==> config.mk <==
export PLATFORM = sky130hd
export DESIGN_NAME = msh_host
export DESIGN_NICKNAME = d
export VERILOG_FILES = /design/src/msh_host.v
export VERILOG_INCLUDE_DIRS = /design/src
export SDC_FILE = /design/constraint.sdc
export NUM_CORES = 1
export LEC_CHECK = 0
export ABC_AREA = 1
export CAP_MARGIN = 20
export CORE_UTILIZATION = 50
export CTS_CLUSTER_SIZE = 8
export DETAILED_ROUTE_END_ITERATION = 7
export DONT_BUFFER_PORTS = 1
export PLACE_DENSITY = 0.7
export SKIP_LAST_GASP = 1
export SLEW_MARGIN = 20
export SYNTH_ARGS = -nofsm -noshare
export SYNTH_HDL_FRONTEND = slang
export SYNTH_SLANG_ARGS = --single-unit
==> constraint.sdc <==
create_clock -name ref_clk_i -period 3.4 [get_ports ref_clk_i]
set_input_delay 0.34 -clock ref_clk_i [delete_from_list [all_inputs] [get_ports ref_clk_i]]
set_output_delay 0.34 -clock ref_clk_i [all_outputs]
set_load 0.1 [all_outputs]
==> src/msh_defines.vh <==
// Purpose: constants for the slave-channel host controller
// Assumes: 32-bit classic wishbone, 100 MHz ref_clk_i
// Notes:   device register indices and field positions
`ifndef MSH_DEFINES_VH
`define MSH_DEFINES_VH

// own wishbone register byte offsets
`define MSH_WB_CTRL        8'h00
`define MSH_WB_STATUS      8'h04
`define MSH_WB_TXDATA      8'h08
`define MSH_WB_RXDATA      8'h0C
`define MSH_WB_FRAMES      8'h10
// control bits (write-one pulses)
`define MSH_CTRL_CONFIG    0
`define MSH_CTRL_START     1
// status bits
`define MSH_ST_CFG_DONE    0
`define MSH_ST_BUSY        1
`define MSH_ST_RX_NEW      2
`define MSH_ST_JOB_DONE    3

// device register indices on the config port, in write order
`define MSH_IDX_MODE       4'h0
`define MSH_IDX_CHECK      4'h1
`define MSH_IDX_ENABLES    4'h2
`define MSH_IDX_FORMAT     4'h3
`define MSH_IDX_FLEN       4'h4
`define MSH_IDX_CLKDIV     4'h5
`define MSH_IDX_TRIG       4'h6
`define MSH_IDX_SETUP      4'h7
`define MSH_IDX_HOLD       4'h8
`define MSH_IDX_IDLE       4'h9
`define MSH_IDX_INDA       4'hA
`define MSH_IDX_FCOUNT     4'hB
`define MSH_IDX_SSEL       4'hC
`define MSH_IDX_UNIT_EN    4'hD
`define MSH_CFG_LAST       4'hD

// device field positions
`define MSH_F_ROLE         0
`define MSH_F_SELECT_INPUT_ENABLE         1
`define MSH_F_TXE          0
`define MSH_F_RXE          1
`define MSH_F_PRIO_LSB     4
`define MSH_F_IRQ_LSB      12
`define MSH_F_PHASE        1
`define MSH_F_UNIT_EN      0

// device field values for slave use
`define MSH_V_PRIO_LOWEST  3'h7
`define MSH_V_IRQ_ALL      4'hF
`define MSH_V_CLKDIV       32'h0000_0001
`define MSH_V_DELAY_ONE    32'h0000_0001
`define MSH_V_DELAY_ZERO   32'h0000_0000
`define MSH_V_SSEL         32'h0000_0000

// link defaults
`define MSH_FRAME_BITS     32
`define MSH_FRAMES_RESET   8'h04
`define MSH_CLK_MHZ        100
`define MSH_SCK_NS         160
`define MSH_HALF_CYC       ((`MSH_SCK_NS * `MSH_CLK_MHZ) / 2000)

`endif

==> src/msh_host.v <==
// Purpose: host for one slave spi channel: configures it, then masters frames
// Assumes: config port writes device registers by index; spi mode 1: clock idles low, phase 1
// Notes:   serial clock is made here by a divider, so no second clock domain
//
// The Wishbone register port and the register offsets were chosen for this implementation.
`include "msh_defines.vh"

// Contract
// - sampling timing select written zero
// - output idle level select written 00
// - select polarity written all zeros
// - loopback enable written zero
// - channel priority written binary 111
// - channel hold written zero
// - polarity, idle, insertion, return written zero
// - safety protocol enable written zero
// - clock divide register written 0001
// - delays 0001, interdata 0000
// - buffer size written 00
// - chip-select selection written 0000
module msh_host #(
    parameter FRAME_BITS = `MSH_FRAME_BITS,
    parameter HALF_CYC   = `MSH_HALF_CYC
) (
    input  wire        ref_clk_i,
    input  wire        srst_i,
    input  wire        wb_cyc_i,
    input  wire        wb_stb_i,
    input  wire        wb_we_i,
    input  wire [7:0]  wb_adr_i,
    input  wire [3:0]  wb_sel_i,
    input  wire [31:0] wb_dat_i,
    output reg  [31:0] wb_dat_o,
    output reg         wb_ack_o,
    output reg  [3:0]  cfg_idx_o,
    output reg  [31:0] cfg_data_o,
    output wire        cfg_wr_o,
    input  wire        cfg_ready_i,
    output reg         select_n_o,
    output reg         serial_clock_o,
    output reg         mosi_o,
    input  wire        miso_i
);

    localparam CFG_IDLE = 2'd0;
    localparam CFG_RUN  = 2'd1;
    localparam CFG_DONE = 2'd2;

    localparam SPI_IDLE = 2'd0;
    localparam SPI_RUN  = 2'd1;
    localparam SPI_TAIL = 2'd2;

    reg  [1:0]  cfg_state;
    reg  [3:0]  cfg_ptr;
    reg  [1:0]  spi_state;
    reg  [15:0] div_cnt;
    reg  [7:0]  bit_cnt;
    reg  [7:0]  frame_cnt;
    reg  [7:0]  frames;
    reg  [31:0] tx_data;
    reg  [31:0] rx_data;
    reg  [31:0] shift;
    reg         rx_new;
    reg         job_done;
    reg         miso_meta;
    reg         miso_s;
    wire        wb_hit;
    wire        wr_ctrl;
    wire        half_tick;

    // word for each device register, all slave-mode values
    function [31:0] cfg_word;
        input [3:0] idx;
        input [7:0] nfr;
        begin
            cfg_word = 32'h0000_0000;
            case (idx)
                `MSH_IDX_MODE: begin
                    // slave role, chip select recognised; rest zero
                    cfg_word[`MSH_F_ROLE] = 1'b1;
                    cfg_word[`MSH_F_SELECT_INPUT_ENABLE] = 1'b1;
                    // sample timing, idle level, polarity fields stay zero
                    cfg_word[15:2] = 14'h0000;
                end
                `MSH_IDX_CHECK: begin
                    cfg_word = 32'h0000_0000;
                end
                `MSH_IDX_ENABLES: begin
                    cfg_word[`MSH_F_TXE] = 1'b1;
                    cfg_word[`MSH_F_RXE] = 1'b1;
                    // direct memory mode, hold and continue off
                    cfg_word[`MSH_F_PRIO_LSB +: 3] = `MSH_V_PRIO_LOWEST;
                    cfg_word[7] = 1'b0;
                    cfg_word[8] = 1'b0;
                    cfg_word[`MSH_F_IRQ_LSB +: 4] = `MSH_V_IRQ_ALL;
                end
                `MSH_IDX_FORMAT: begin
                    // only phase set; order, parity, crc, safety at zero
                    cfg_word[`MSH_F_PHASE] = 1'b1;
                end
                `MSH_IDX_FLEN: begin
                    cfg_word = FRAME_BITS;
                end
                `MSH_IDX_CLKDIV: begin
                    cfg_word = `MSH_V_CLKDIV;
                end
                `MSH_IDX_TRIG: begin
                    cfg_word = 32'h0000_0000;
                end
                `MSH_IDX_SETUP: begin
                    cfg_word = `MSH_V_DELAY_ONE;
                end
                `MSH_IDX_HOLD: begin
                    cfg_word = `MSH_V_DELAY_ONE;
                end
                `MSH_IDX_IDLE: begin
                    cfg_word = `MSH_V_DELAY_ONE;
                end
                `MSH_IDX_INDA: begin
                    cfg_word = `MSH_V_DELAY_ZERO;
                end
                `MSH_IDX_FCOUNT: begin
                    cfg_word = {24'h00_0000, nfr};
                end
                `MSH_IDX_SSEL: begin
                    cfg_word = `MSH_V_SSEL;
                end
                `MSH_IDX_UNIT_EN: begin
                    cfg_word[`MSH_F_UNIT_EN] = 1'b1;
                end
                default: begin
                    cfg_word = 32'h0000_0000;
                end
            endcase
        end
    endfunction

    assign wb_hit    = wb_cyc_i & wb_stb_i & ~wb_ack_o;
    assign wr_ctrl   = wb_hit & wb_we_i & (wb_adr_i == `MSH_WB_CTRL) & wb_sel_i[0];
    assign half_tick = (div_cnt == HALF_CYC - 1);
    assign cfg_wr_o  = (cfg_state == CFG_RUN);

    // wishbone slave: ack one cycle after the strobe, dropped the next
    always @(posedge ref_clk_i) begin
        if (srst_i) begin
            wb_ack_o <= 1'b0;
            wb_dat_o <= 32'h0000_0000;
            tx_data  <= 32'h0000_0000;
            frames   <= `MSH_FRAMES_RESET;
        end else begin
            wb_ack_o <= wb_hit;
            if (wb_hit & wb_we_i) begin
                if (wb_adr_i == `MSH_WB_TXDATA) begin
                    tx_data <= wb_dat_i;
                end
                if ((wb_adr_i == `MSH_WB_FRAMES) & wb_sel_i[0]) begin
                    frames <= wb_dat_i[7:0];
                end
            end
            if (wb_hit & ~wb_we_i) begin
                case (wb_adr_i)
                    `MSH_WB_STATUS: begin
                        wb_dat_o <= {20'h0_0000, frame_cnt, job_done, rx_new,
                                     (spi_state != SPI_IDLE), (cfg_state == CFG_DONE)};
                    end
                    `MSH_WB_TXDATA: begin
                        wb_dat_o <= tx_data;
                    end
                    `MSH_WB_RXDATA: begin
                        wb_dat_o <= rx_data;
                    end
                    `MSH_WB_FRAMES: begin
                        wb_dat_o <= {24'h00_0000, frames};
                    end
                    default: begin
                        wb_dat_o <= 32'h0000_0000; // unmapped reads zero
                    end
                endcase
            end
        end
    end

    // config walk: one device register per accepted write, enable last
    always @(posedge ref_clk_i) begin
        if (srst_i) begin
            cfg_state  <= CFG_IDLE;
            cfg_ptr    <= 4'h0;
            cfg_idx_o  <= 4'h0;
            cfg_data_o <= 32'h0000_0000;
        end else begin
            case (cfg_state)
                CFG_IDLE: begin
                    if (wr_ctrl & wb_dat_i[`MSH_CTRL_CONFIG] & (spi_state == SPI_IDLE)) begin
                        cfg_state  <= CFG_RUN;
                        cfg_ptr    <= 4'h0;
                        cfg_idx_o  <= 4'h0;
                        cfg_data_o <= cfg_word(4'h0, frames);
                    end
                end
                CFG_RUN: begin
                    if (cfg_ready_i) begin
                        if (cfg_ptr == `MSH_CFG_LAST) begin
                            cfg_state <= CFG_DONE;
                        end else begin
                            cfg_ptr    <= cfg_ptr + 4'h1;
                            cfg_idx_o  <= cfg_ptr + 4'h1;
                            cfg_data_o <= cfg_word(cfg_ptr + 4'h1, frames);
                        end
                    end
                end
                CFG_DONE: begin
                    // a new config request rewrites everything
                    if (wr_ctrl & wb_dat_i[`MSH_CTRL_CONFIG] & (spi_state == SPI_IDLE)) begin
                        cfg_state  <= CFG_RUN;
                        cfg_ptr    <= 4'h0;
                        cfg_idx_o  <= 4'h0;
                        cfg_data_o <= cfg_word(4'h0, frames);
                    end
                end
                default: begin
                    cfg_state <= CFG_IDLE;
                end
            endcase
        end
    end

    // miso comes from the device pins: two flops before use
    always @(posedge ref_clk_i) begin
        if (srst_i) begin
            miso_meta <= 1'b0;
            miso_s    <= 1'b0;
        end else begin
            miso_meta <= miso_i;
            miso_s    <= miso_meta;
        end
    end

    // spi master; half period must exceed the 2-flop miso delay
    always @(posedge ref_clk_i) begin
        if (srst_i) begin
            spi_state      <= SPI_IDLE;
            div_cnt        <= 16'h0000;
            bit_cnt        <= 8'h00;
            frame_cnt      <= 8'h00;
            shift          <= 32'h0000_0000;
            rx_data        <= 32'h0000_0000;
            rx_new         <= 1'b0;
            job_done       <= 1'b0;
            select_n_o     <= 1'b1;
            serial_clock_o <= 1'b0;
            mosi_o         <= 1'b0;
        end else begin
            // reading rx data clears the flag; a new frame wins
            if (wb_hit & ~wb_we_i & (wb_adr_i == `MSH_WB_RXDATA)) begin
                rx_new <= 1'b0;
            end
            case (spi_state)
                SPI_IDLE: begin
                    div_cnt <= 16'h0000;
                    // software start only, after the config walk
                    if (wr_ctrl & wb_dat_i[`MSH_CTRL_START] & (cfg_state == CFG_DONE)
                        & (frames != 8'h00)) begin
                        spi_state  <= SPI_RUN;
                        select_n_o <= 1'b0;
                        shift      <= tx_data;
                        bit_cnt    <= 8'h00;
                        frame_cnt  <= 8'h00;
                        job_done   <= 1'b0;
                    end
                end
                SPI_RUN: begin
                    div_cnt <= half_tick ? 16'h0000 : div_cnt + 16'h0001;
                    if (half_tick) begin
                        serial_clock_o <= ~serial_clock_o;
                        if (!serial_clock_o) begin
                            // odd edge: drive the next bit, msb first
                            mosi_o <= shift[FRAME_BITS-1];
                        end else begin
                            // even edge: take the slave's bit
                            shift   <= {shift[FRAME_BITS-2:0], miso_s};
                            bit_cnt <= bit_cnt + 8'h01;
                            if (bit_cnt == FRAME_BITS - 1) begin
                                rx_data   <= {shift[FRAME_BITS-2:0], miso_s};
                                rx_new    <= 1'b1;
                                bit_cnt   <= 8'h00;
                                frame_cnt <= frame_cnt + 8'h01;
                                // reload here so the next frame follows at once
                                shift     <= tx_data;
                                if (frame_cnt + 8'h01 == frames) begin
                                    spi_state <= SPI_TAIL;
                                end
                            end
                        end
                    end
                end
                SPI_TAIL: begin
                    // hold select one half period past the last edge
                    div_cnt <= half_tick ? 16'h0000 : div_cnt + 16'h0001;
                    if (half_tick) begin
                        select_n_o <= 1'b1;
                        mosi_o     <= 1'b0;
                        job_done   <= 1'b1;
                        spi_state  <= SPI_IDLE;
                    end
                end
                default: begin
                    spi_state <= SPI_IDLE;
                end
            endcase
        end
    end

endmodule // msh_host

==> impl_metrics.sql <==
INSERT INTO impl_metrics (metric_group, metric, value, unit) VALUES
('run_status', 'status', 'finished clean', ''),
('pwr', 'power.share.sequential', '48.1', '%'),
('route', 'route.detailed.wl_per_inst', '14.9', 'um'),
('route', 'drt_wl_total', '22.4', 'mm'),
('clock_network', 'cts_sinks', '193', ''),
('final_layout', 'num_antenna_cells', '0', ''),
('floorplanning', 'dieHeight', '136', 'um'),
('sta', 'max_clock_freq', '390', 'MHz'),
('floorplanning', 'floorplan.io_pins', '124', ''),
('placed_design', 'port-buffer-count', '0', ''),
('sta', 'drv_slew', '0', ''),
('pwr', 'cell_internal_pwr', '3560', 'uW'),
('pwr', 'power_switching_share', '29.9', '%'),
('worst_setup_path', 'max_stage_delay', '500', 'ps'),
('final_layout', 'finalNetCount', '1332', ''),
('sta', 'final-setup-viol-count', '0', ''),
('worst_setup_path', 'cp_cell_sequence', 'inv_1 > ha_1 > nand2_1 > o21ai_1 > nand2_4 > inv_2 > nand2_1 > nand2_1 > o21ai_0', ''),
('final_layout', 'layout-area-overhead-vs-synth', '7.74', '%'),
('sta', 'setup_tns', '0', 'ps'),
('worst_setup_path', 'critical_path_required', '3710', 'ps'),
('final_layout', 'layout.cells.most_common', 'nand2_1', ''),
('sta', 'rsz_0062_raised_after_global_routing', 'false', ''),
('sta', 'timing_worst_slew_pin_value', '1120', 'ps'),
('grt', 'grt.total_usage', '24.9', '%'),
('route', 'per_cell_via_count_in_the_routed_design', '5.36', ''),
('pwr', 'leakagePower', '0.00356', 'uW'),
('pwr', 'combPwrFrac', '13.9', '%'),
('clock_network', 'buffer_count_from_post_cts_setup_fixing', '0', ''),
('placed_design', 'detailed_place_hpwl', '14.6', 'mm'),
('route', 'post-route-drc-count', '0', ''),
('synth', 'postSynthRegisterBits', '193', ''),
('worst_setup_path', 'critPathBufInv', '2', ''),
('sta', 'worst_hold_slack', '37.1', 'ps'),
('final_layout', 'finalCoreUtilization', '55.7', '%'),
('pwr', 'share_of_power_burned_in_the_clock_network', '37.9', '%'),
('route', 'routed-via-count', '8076', ''),
('placed_design', 'dp_cells', '1472', ''),
('grt', 'grt_pass1_wl', '36.7', 'mm'),
('hold_path', 'min_path_type', 'input port to flop', ''),
('sta', 'finalCriticalPeriod', '2570', 'ps'),
('clock_network', 'tritoncts', 'yes', ''),
('pwr', 'power.net_switching', '1520', 'uW'),
('final_layout', 'most-common-layout-cells', 'nand2_1, dfxtp_1, nor2_1', ''),
('synth', 'syn-instance-count', '1294', ''),
('clock_network', 'numCtsBuffers', '17', ''),
('synth', 'synthTopCellsByArea', 'dfxtp_1, nand2_1, o21ai_0, nor2_1, a21oi_1', ''),
('synth', 'synth_area', '0.00901', 'mm^2'),
('route', 'drtPass1Iterations', '5', ''),
('synth', 'ys_warn_count', '0', ''),
('grt', 'grt_antenna_before_repair', '0', ''),
('clock_network', 'ctsLongestPathBuffers', '2', ''),
('pwr', 'vdd.ir_drop.worst', '519', 'uV'),
('worst_setup_path', 'kind_of_end_point_of_the_critical_path', 'flop', ''),
('pwr', 'cellPowerDensity', '523', 'mW/mm^2'),
('job', 'max-cap-violations', '0', ''),
('synth', 'synth_sequential_area_ratio', '42.9', '%'),
('clock_network', 'cts_repair_resized_insts', '0', ''),
('clock_network', 'clk_pin_slew_worst_paths', '80', 'ps'),
('sta', 'timing.max_slew.rel_slack', '25.6', '%'),
('placed_design', 'gpl.final_weighted_congestion', '0.902', ''),
('synth', 'netlist.top_cell.by_area', 'dfxtp_1', ''),
('worst_setup_path', 'start_to_end_type_of_the_worst_setup_path', 'flop to flop', ''),
('sta', 'final.setup_skew', '14.1', 'ps'),
('clock_network', 'worstSkewPairLatency', '440', 'ps'),
('synth', 'post_synth.cell_area_avg', '6.96', 'um^2'),
('synth', 'synth.top_cell.area_share', '42.9', '%'),
('sta', 'timing.final.hold_violations', '0', ''),
('clock_network', 'h_tree_depth', '4', ''),
('floorplanning', 'initial_core_util', '51.7', '%'),
('final_layout', 'drive_above_1_share', '6.48', '%'),
('clock_network', 'clock_root_buffer', 'clkbuf_16', '');
[path summary, 6_finish.rpt]
| path | to | startpoint | cells past startpoint | slack, ps |
|---|---|---|---|---|
| hold reg to reg | miso_s$_SDFF_PP0_ | miso_meta$_SDFF_PP0_ | 2 | 410 |
| setup reg to reg | frame_cnt[2]$_SDFFE_PP0P_ | spi_state[1]$_SDFFE_PP0P_ | 9 | 830 |
| setup / recovery | frame_cnt[2]$_SDFFE_PP0P_ | spi_state[1]$_SDFFE_PP0P_ | 9 | 830 |
| hold / removal | tx_data[11]$_SDFFE_PP0P_ | wb_dat_i[11] | 2 | 40 |
[cell usage after synthesis]
master,count
inv_2,8
buf_6,1
o21ai_1,28
nor2_1,163
a21oi_1,114
ha_1,12
o21a_1,1
nor2_2,7
inv_1,139
a31oi_1,1
o21bai_1,1
nand2_4,1
or2_0,1
buf_4,25
o31ai_1,1
xnor2_1,5
o21ai_0,147
clkbuf_1,43
dfxtp_1,193
nand2_2,2
o21ai_2,1
a21oi_2,1
a211oi_1,4
o22ai_1,33
nor3_1,43
nand4_1,17
nand3_1,43
nor2_4,1
conb_1,1
nand3b_4,1
o211ai_1,2
o32ai_1,1
clkinv_1,3
nor3b_1,2
buf_2,14
o221ai_1,3
nand2_1,220
buf_1,4
nor3_2,3
xor2_1,4
[cell type report]
type	count	area, um^2
clock buffer	18	429
clock inverter	13	126
fill	1747	7710
inverter	150	563
multi-input combinational	883	4220
sequential	193	3870
tap	225	282
timing repair buffer	24	223
[flip-flops by register name, summed over array words and instances, names as in the netlist]
signal and cells:
rx_new 1, cfg_state 2, mosi_o 1, cfg_ptr 4
tx_data 32, miso_s 1, frames 8, miso_meta 1
rx_data 32, cfg_data_o 9, select_n_o 1, job_done 1
spi_state 2, bit_cnt 8, wb_ack_o 1, wb_dat_o 32
frame_cnt 8, div_cnt 16, shift 32, serial_clock_o 1
[worst register-to-register path, stage by stage, from the launching register on]
cell and delay, ps:
dfxtp_1 330, inv_1 100, ha_1 440, nand2_1 130, o21ai_1 240, nand2_4 70
inv_2 500, nand2_1 240, nand2_1 270, o21ai_0 130
[power groups by stage]
stage / sequential, uW / clock, uW / combinational [uW]
2_1_floorplan: 2480 / 0 / 586
3_3_place_gp: 2490 / 0 / 675
3_5_place_dp: 2490 / 0 / 685
4_1_cts: 2440 / 1950 / 706
5_1_grt: 2450 / 2050 / 790
6_report: 2440 / 1930 / 707
[cell families after synthesis]
family / after synthesis / synth area share (%)
AOI/OAI and AO/OA: 338 / 19.8
xor gates and xnor gates: 9 / 0.875
buffers and inverters: 237 / 11.2
and+or+nand+nor: 504 / 23.6
DFF: 193 / 42.9
other: 1 / 0.0416
adders and majority gates: 12 / 1.67
[stage by stage]
stage	power [uW]	instance area, um^2	setup slack (ps)
floorplan	3060	9080	1130
CTS	5100	9690	821
global route	5290	9710	553
finish	5080	9710	834
detailed placement	3180	9100	807
global placement	3170	9100	867
[metal layers]
layer	part of all wire (%)	routed length [um]	vias to the layer above	GRT usage [%]
met3	6.1	1370	32	5.67
met4	2.3	504	0	8.33
met5	0	0	-	0
li1	-	-	4157	-
met1	46	10400	3650	33.0
met2	45	10100	237	39.9
[repair_timing]
item	in CTS	in global routing
hold endpoints to repair	55	0
hold buffers	2	0
endpoints found under the setup margin	0	0
Note: power is estimated with default switching activity, not from simulation.
